`config.mk`:
```
export PLATFORM = sky130hd
export DESIGN_NAME = canopen_node
export DESIGN_NICKNAME = d
export VERILOG_FILES = /design/src/param_store.v /design/src/canopen_node.v
export VERILOG_INCLUDE_DIRS = /design/src
export SDC_FILE = /design/constraint.sdc
export NUM_CORES = 1
export LEC_CHECK = 0
export BUFFER_PORTS_ARGS = -buffer_cell sky130_fd_sc_hd__buf_2
export CAP_MARGIN = 20
export CORE_MARGIN = 4
export CORE_UTILIZATION = 30
export CTS_BUF_LIST = sky130_fd_sc_hd__clkbuf_16
export CTS_CLUSTER_DIAMETER = 60
export DETAILED_ROUTE_END_ITERATION = 8
export GPL_ROUTABILITY_DRIVEN = 0
export GPL_TIMING_DRIVEN = 0
export HOLD_SLACK_MARGIN = 0.12
export PLACE_DENSITY_LB_ADDON = 0.1
export SLEW_MARGIN = 20
export SYNTH_ARGS = -nofsm -noshare
export SYNTH_HDL_FRONTEND = slang
export SYNTH_SLANG_ARGS = --single-unit
```
`constraint.sdc`:
```
create_clock -name clk -period 19.5 [get_ports clk]
set_input_delay 1.95 -clock clk [delete_from_list [all_inputs] [get_ports clk]]
set_output_delay 1.95 -clock clk [all_outputs]
set_load 0.005 [all_outputs]
```
`src/node_consts.vh`:
```
// constants for the network node state and service gating block
`ifndef NODE_CONSTS_VH
`define NODE_CONSTS_VH
`define CLK_HZ           10000000
`define BOOT_DELAY_MS    5000
`define BOOT_CYCLES      (`BOOT_DELAY_MS * (`CLK_HZ / 1000))
`define SDO_MAX_MS       150
`define SDO_MAX_CYCLES   (`SDO_MAX_MS * (`CLK_HZ / 1000))
`define SDO_TYP_MS       10
`define SDO_TYP_CYCLES   (`SDO_TYP_MS * (`CLK_HZ / 1000))
`define RATE_500K        3'h0
`define RATE_250K        3'h1
`define RATE_125K        3'h2
`define RATE_100K        3'h3
`define RATE_50K         3'h4
`define RATE_20K         3'h5
`define RATE_10K         3'h6
`define TQ_PER_BIT       10
`define NMT_START        8'h01
`define NMT_STOP         8'h02
`define NMT_PREOP        8'h80
`define NMT_RESET_NODE   8'h81
`define NMT_RESET_COMM   8'h82
`define NMT_BROADCAST    7'h00
`define AREA_COMM_LO     16'h1000
`define AREA_COMM_HI     16'h1fff
`define AREA_MFR_LO      16'h2000
`define AREA_MFR_HI      16'h2fff
`define AREA_DEV_LO      16'h6000
`define AREA_DEV_HI      16'h9fff
`define AREA_RSVD_LO     16'ha000
`define AREA_NONE        2'h0
`define AREA_COMM        2'h1
`define AREA_MFR         2'h2
`define AREA_DEV         2'h3
`define PAR_WORDS        4
`endif

```
`src/param_store.v`:
```
// small register memory holding the persistent communication parameters
`default_nettype none
module param_store (
  input  wire       clk,
  input  wire       wrEn,
  input  wire [1:0] wrAddr,
  input  wire [15:0] wrData,
  input  wire [1:0] rdAddr,
  output reg  [15:0] rdData
);
  reg [15:0] mem [0:3];

  always @(posedge clk) begin
    if (wrEn) begin
      mem[wrAddr] <= wrData;
    end
    rdData <= mem[rdAddr];
  end
endmodule
`default_nettype wire

```
`src/canopen_node.v`:
```
// network node state machine, service gating and store triggering
//
// Behaviour
// (RL1) bit timing supports 500,250,125,100,50,20,10 kbit/s; no 1M or 800k
// (RL2) frames follow the active 2.0B format, handled by the attached controller
// (RL3) every service request is answered within 150 ms, flagged late otherwise
// (RL4) dictionary entry chosen by 16-bit index, element by 8-bit subindex
// (RL5) index areas: 1000 comm, 2000 maker, 6000-9fff device, a000 up reserved
// (RL6) boot-up message sent about 5 s after power, then pre-operational
// (RL7) pre-operational sends only heartbeat, and only when heartbeat configured
// (RL8) communication parameters written by service requests are stored persistently
// (RL9) start command, broadcast or addressed to this node, makes node operational
// (RL10) operational node sends process data periodically or on sync
// (RL11) services gated by state per the service availability table
// (RL12) data stored on event, timer or command trigger
// (RL13) event store on summary status change while event storing enabled
// (RL14) stop command enters stopped; only management commands accepted there; saveCommand and event_save_enable_command still act in stopped
`default_nettype none
`include "node_consts.vh"
module canopen_node (
  input  wire        clk,
  input  wire        rst,
  input  wire [2:0]  bitRateSel,
  input  wire [6:0]  nodeId,
  input  wire        nmtValid,
  input  wire [7:0]  nmtCommand,
  input  wire [6:0]  nmtTarget,
  input  wire        sdoReqValid,
  input  wire [15:0] sdoIndex,
  input  wire [7:0]  sdoSubindex,
  input  wire        sdoWrite,
  input  wire [15:0] sdoData,
  input  wire        sdoRespDone,
  input  wire        syncValid,
  input  wire        hbTick,
  input  wire        pdoTimerTick,
  input  wire        pdoOnSync,
  input  wire [63:0] statusCode,
  input  wire        saveTimerTick,
  input  wire        saveCommand,
  input  wire        event_save_enable_command,
  input  wire        eventSaveValue,
  output reg  [3:0]  nodeState,
  output reg         bitRateOk,
  output reg  [7:0]  tqPrescale,
  output reg         bootUpTx,
  output reg         heartbeatTx,
  output reg         pdoTx,
  output reg         sdoPending,
  output reg         sdoAccept,
  output reg  [1:0]  sdoArea,
  output reg  [15:0] sdoIndexOut,
  output reg  [7:0]  sdoSubOut,
  output reg         sdoLate,
  output reg  [15:0] heartbeatTime,
  output reg  [15:0] pdoPeriod,
  output reg         storeTx
);
  parameter BOOT_CYCLES = `BOOT_CYCLES;
  parameter SDO_CYCLES  = `SDO_MAX_CYCLES;

  localparam [3:0] ST_INIT  = 4'h1;
  localparam [3:0] ST_PREOP = 4'h2;
  localparam [3:0] ST_OPER  = 4'h4;
  localparam [3:0] ST_STOP  = 4'h8;

  ////////////////////////////////////////////////////////////////////////////
  // bit rate prescaler for 10 time quanta per bit
  always @(posedge clk or posedge rst) begin
    if (rst) begin
      tqPrescale <= 8'h00;
      bitRateOk  <= 1'b0;
    end else begin
      bitRateOk <= 1'b1; // RL1
      case (bitRateSel)
        `RATE_500K: tqPrescale <= 8'h02; // RL1
        `RATE_250K: tqPrescale <= 8'h04;
        `RATE_125K: tqPrescale <= 8'h08;
        `RATE_100K: tqPrescale <= 8'h0a;
        `RATE_50K:  tqPrescale <= 8'h14;
        `RATE_20K:  tqPrescale <= 8'h32;
        `RATE_10K:  tqPrescale <= 8'h64;
        default: begin
          tqPrescale <= 8'h00;
          bitRateOk  <= 1'b0; // RL1
        end
      endcase
    end
  end

  ////////////////////////////////////////////////////////////////////////////
  // node state machine
  reg [3:0]  state_q;
  reg [31:0] bootCnt_q;
  wire       nmtForUs = nmtValid && (nmtTarget == `NMT_BROADCAST || nmtTarget == nodeId); // RL9
  wire       nmtOk = nmtForUs && (state_q != ST_INIT); // RL11

  always @(posedge clk or posedge rst) begin
    if (rst) begin
      state_q    <= ST_INIT;
      bootCnt_q  <= 32'h0;
      bootUpTx   <= 1'b0;
    end else begin
      bootUpTx <= 1'b0;
      case (state_q)
        ST_INIT: begin
          if (bootCnt_q >= BOOT_CYCLES - 1) begin
            bootUpTx  <= 1'b1; // RL6
            state_q   <= ST_PREOP; // RL6
            bootCnt_q <= 32'h0;
          end else begin
            bootCnt_q <= bootCnt_q + 32'h1;
          end
        end
        ST_PREOP, ST_OPER, ST_STOP: begin
          if (nmtOk) begin
            case (nmtCommand)
              `NMT_START:      state_q <= ST_OPER; // RL9
              `NMT_STOP:       state_q <= ST_STOP; // RL14
              `NMT_PREOP:      state_q <= ST_PREOP;
              `NMT_RESET_NODE: state_q <= ST_INIT;
              `NMT_RESET_COMM: state_q <= ST_INIT;
              default:         state_q <= state_q;
            endcase
          end
        end
        default: state_q <= ST_INIT;
      endcase
    end
  end

  always @* begin
    nodeState = state_q;
  end

  wire sdoAllowed  = (state_q == ST_PREOP) || (state_q == ST_OPER); // RL11
  wire syncAllowed = sdoAllowed; // RL11
  wire pdoAllowed  = (state_q == ST_OPER); // RL11

  ////////////////////////////////////////////////////////////////////////////
  // service request tracking and answer deadline
  reg [31:0] sdoCnt_q;
  reg        storeWr;
  reg [1:0]  storeAddr;

  always @(posedge clk or posedge rst) begin
    if (rst) begin
      sdoPending  <= 1'b0;
      sdoAccept   <= 1'b0;
      sdoArea     <= `AREA_NONE;
      sdoIndexOut <= 16'h0000;
      sdoSubOut   <= 8'h00;
      sdoLate     <= 1'b0;
      sdoCnt_q    <= 32'h0;
    end else begin
      sdoAccept <= 1'b0;
      if (!sdoAllowed) begin
        sdoPending <= 1'b0; // RL14
      end else if (sdoReqValid && !sdoPending) begin
        sdoPending  <= 1'b1;
        sdoAccept   <= 1'b1;
        sdoIndexOut <= sdoIndex; // RL4
        sdoSubOut   <= sdoSubindex; // RL4
        sdoCnt_q    <= 32'h0;
        if (sdoIndex >= `AREA_COMM_LO && sdoIndex <= `AREA_COMM_HI) begin
          sdoArea <= `AREA_COMM; // RL5
        end else if (sdoIndex >= `AREA_MFR_LO && sdoIndex <= `AREA_MFR_HI) begin
          sdoArea <= `AREA_MFR; // RL5
        end else if (sdoIndex >= `AREA_DEV_LO && sdoIndex <= `AREA_DEV_HI) begin
          sdoArea <= `AREA_DEV; // RL5
        end else begin
          sdoArea <= `AREA_NONE; // RL5
        end
      end else if (sdoPending) begin
        if (sdoRespDone) begin
          sdoPending <= 1'b0; // RL3
          sdoLate    <= 1'b0;
        end else if (sdoCnt_q >= SDO_CYCLES - 1) begin
          sdoPending <= 1'b0; // RL3
          sdoLate    <= 1'b1;
        end else begin
          sdoCnt_q <= sdoCnt_q + 32'h1;
        end
      end
    end
  end

  ////////////////////////////////////////////////////////////////////////////
  // persistent communication parameters
  wire [15:0] paramRd;
  reg  [1:0]  rdPtr_q;

  always @* begin
    storeWr   = sdoReqValid && sdoWrite && sdoAllowed && !sdoPending &&
                (sdoIndex >= `AREA_COMM_LO) && (sdoIndex <= `AREA_COMM_HI); // RL8
    storeAddr = sdoSubindex[1:0];
  end

  param_store u_store (
    .clk    (clk),
    .wrEn   (storeWr),
    .wrAddr (storeAddr),
    .wrData (sdoData),
    .rdAddr (rdPtr_q),
    .rdData (paramRd)
  );

  always @(posedge clk or posedge rst) begin
    if (rst) begin
      rdPtr_q       <= 2'h0;
      heartbeatTime <= 16'h0000;
      pdoPeriod     <= 16'h0000;
    end else begin
      rdPtr_q <= rdPtr_q + 2'h1;
      if (rdPtr_q == 2'h1) begin
        heartbeatTime <= paramRd; // RL8
      end
      if (rdPtr_q == 2'h2) begin
        pdoPeriod <= paramRd;
      end
    end
  end

  ////////////////////////////////////////////////////////////////////////////
  // spontaneous transmissions
  always @(posedge clk or posedge rst) begin
    if (rst) begin
      heartbeatTx <= 1'b0;
      pdoTx       <= 1'b0;
    end else begin
      heartbeatTx <= hbTick && (heartbeatTime != 16'h0000) && (state_q != ST_INIT); // RL7
      pdoTx       <= pdoAllowed && ((pdoOnSync && syncValid && syncAllowed) ||
                                   (!pdoOnSync && pdoTimerTick)); // RL10
    end
  end

  ////////////////////////////////////////////////////////////////////////////
  // measurement store triggering
  reg [63:0] statusPrev_q;
  reg        eventEn_q;

  always @(posedge clk or posedge rst) begin
    if (rst) begin
      statusPrev_q <= 64'h0;
      eventEn_q    <= 1'b0;
      storeTx      <= 1'b0;
    end else begin
      statusPrev_q <= statusCode;
      if (event_save_enable_command) begin
        eventEn_q <= eventSaveValue; // RL13
      end
      storeTx <= saveTimerTick || saveCommand ||
                 (eventEn_q && (statusCode != statusPrev_q)); // RL12 RL13
    end
  end
endmodule
`default_nettype wire

```
==> results.yml <==
status:
  outcome: "complete, no violations"
placed_design:
  dp.cells: 1634
  placed_cell_area_sq_um: 13500
  pre_cts_ws_ns: 14.60
  hpwlAfterDp_microns: 20420
  port-buffer-count: 216
clock_tree:
  htree_levels: 2
  post_cts_buffers: 0
  cts_tree: "built"
  cts_hold_buf: 0
  cts-root-buf: "clkbuf_16"
  clock-sinks: 287
  clk_path_buf_depth: 3
  clk_pin_slew_ns: 0.06
  cts.repair.resized: 0
  cts_made_buffers: 37
  clk_latency_ns: 0.53
sta:
  maxSlewHeadroom_pct: 33.76
  finalSetupTns_ns: 0
  finalSetupViolCount: 0
  finalCritPeriodShare_pct: 21.81
  rsz0062_at_grt: "no"
  max_freq_mhz: 235.1
  fin_skew_ns: 0.01932
  hold_viol: 0
  fin_ws_ns: 15.25
  report.final.slew_viol_count: 0
  worst_slew_pin_slew_ns: 0.9936
  period_needed_ns: 4.253
global_routing:
  grt_max_degree: 79
  grt_overflow_total: 0
  grt_pass1_vias: 8217
  grt_antenna_before_repair: 6
  track_usage_pct: 13.70
  grt_pass1_wl_microns: 46020
worst_setup_path:
  cp_cell_sequence: "clkbuf_1, nand2b_1, nand3b_1, inv_1, nand3_1, nor3_2, buf_6, buf_4"
  cp_top_family: "simple AND/OR/NAND/NOR gates"
  cp_data_required_time_ns: 19.74
  end_kind: "flop"
  worst-setup-path-type: "in2reg"
  start_kind: "input port"
  path_buf_inv: 4
  worstPathMaxFanout: 10
  cp.arrival_ns: 4.49
  max_stage_delay_ns: 0.57
  cpMaxStageDelayCell: "nand3b_1"
route:
  ant_nets: 0
  avgViaCountPerCell: 4.578
  post_drt_wl_per_cell_microns: 16.72
  wirelength_microns: 28440
  drc_errors: 0
  drt_first_pass_iters: 4
  drtIter0Drc: 239
  vias: 7788
floorplan:
  die_h_microns: 204.8
  dieWidth_microns: 204.8
  rows: 71
  io-pin-count: 221
  initial_core_util_pct: 30.63
  fp.dieArea_sq_um: 41950
  core_area_sq_um: 37930
power_and_ir_drop:
  p_per_area_nw_per_um2: 105.7
  ir_drop_mv: 0.06209
  leakage_nw: 6.253
synthesis:
  yosys.area.top_type: "dfrtp_1"
  synth_cell_type_count: 66
  synthTopCellsByArea: "dfrtp_1 44%, edfxtp_1 17%, xnor2_1 5.9%"
  yosysWarnings: 0
  synth_edf_count: 64
  ys_top_cells_by_count: "206 x dfrtp_1, 112 x nand2_1, 78 x xnor2_1"
  async_flop_share_pct: 72.13
  syn_inst: 896
  ys.flop_type: "dfrtp_1"
  synth_top_area_share_pct: 44.36
  ys_ff_latch: 287
  seq_area_frac_synth_pct: 63.89
  syn_avg_cell_area_sq_um: 12.97
  yosysMostFrequentCell: "dfrtp_1"
  synth_area_sq_um: 11620
final_layout:
  regArea_sq_um: 7423
  fin_cells: 1701
  nets: 1309
  n_fill_cell: 3731
  n_antenna_cell: 0
  area_growth_pct: 26.36
  fin_area_sq_um: 14680
  drive_gt1_share_pct: 30.17
  multi_input_area_sq_um: 4020
worst_hold_path:
  hp-class: "reg2reg"
job:
  drv_cap: 0
==> power by group <==
part           switching, mW  leakage [nW]  internal, mW  total [mW]
Clock                  0.264         0.603         0.389       0.654
Sequential            0.0346          3.28         0.662       0.697
Combinational          0.113          2.37        0.0886       0.201
==> cell type report <==
cell class | instances | area share [%]
Buffer | 30 | 1.006
Clock buffer | 37 | 6.306
Clock inverter | 30 | 1.738
Inverter | 14 | 0.4090
Multi-Input combinational cell | 566 | 27.38
Sequential cell | 287 | 50.56
Tap cell | 511 | 4.355
Timing Repair Buffer | 226 | 8.249
==> per-stage QoR <==
step           util (%)  hold slack, ns  power (mW)
2_1_floorplan         -          0.4539      0.8197
3_3_place_gp      35.18          0.4557      0.9118
3_5_place_dp      35.59          0.4566      0.9144
4_1_cts           38.71          0.4731       1.587
5_1_grt           38.71          0.4908       1.641
6_report          38.71          0.4678       1.552
==> state kept, by name, indices dropped and copies added (netlist names) <==
name	count
sdoAccept	1
bitRateOk	1
eventEn_q	1
sdoSubOut	8
pdoPeriod	16
sdoPending	1
nodeState	4
heartbeatTime	16
statusPrev_q	64
bootCnt_q	32
tqPrescale	6
heartbeatTx	1
sdoArea	2
bootUpTx	1
rdPtr_q	2
storeTx	1
sdoIndexOut	16
sdoCnt_q	32
u_store.mem	64
pdoTx	1
u_store.rdData	16
sdoLate	1
==> final timing paths <==
kind / start / to / slack, ns / cells past startpoint
setup / recovery: sdoReqValid / u_store.mem[1][8]$_DFFE_PP_ / 15.25 / 8
hold / removal: sdoIndexOut[15]$_DFFE_PP0P_ / sdoIndexOut[15]$_DFFE_PP0P_ / 0.47 / 2
setup reg to reg: sdoPending$_DFF_PP0_ / u_store.mem[1][8]$_DFFE_PP_ / 16.28 / 8
hold reg to reg: sdoIndexOut[15]$_DFFE_PP0P_ / sdoIndexOut[15]$_DFFE_PP0P_ / 0.47 / 2
max in group asynchronous: rst / sdoIndexOut[2]$_DFFE_PP0P_ / 16.95 / 4
min in group asynchronous: rst / statusPrev_q[9]$_DFF_PP0_ / 1.48 / 2
==> tightest hold or removal path: stages, from the launching register on <==
cell     delay, ns
dfrtp_1       0.33
nand2_1       0.05
nand2_1       0.06
==> cell usage in the layout (no fill, tap or decap), types with 7 or more instances in the layout <==
cell type and instances:
clkbuf_16 37, inv_1 21, nand2_1 112, o21ai_0 14
edfxtp_1 64, dfrtp_1 206, xnor2_1 78, nor4_1 17
mux2_2 35, dfxtp_1 16, nand3_1 25, a21oi_1 11
mux2i_1 9, buf_4 7, buf_6 7, buf_2 217
nor2b_1 15, clkbuf_1 21, nand2b_1 11, o211ai_1 7
mux4_2 16, and2_1 10, nand4_1 35, nor2_1 43
and3_1 11, xor2_1 19, nor3_1 17
==> per-layer routing <==
metal	track usage [%]	wire length [microns]	vias to the layer above
li1	-	-	3732
met1	18.88	13000	3806
met2	21.16	12920	185
met3	3.704	1727	57
met4	4.355	737	8
met5	0	52	-
==> logic make-up after synthesis <==
| family | synth area share (%) |
|---|---|
| DFF | 63.89 |
| adders and majority gates | 0.4307 |
| xor gates and xnor gates | 7.311 |
| muxes | 7.268 |
| and+or+nand+nor | 14.87 |
| AOI/OAI and AO/OA | 4.479 |
| buffers and inverters | 1.723 |
| other | 0.03227 |
Note: power is estimated with default switching activity, not from simulation.
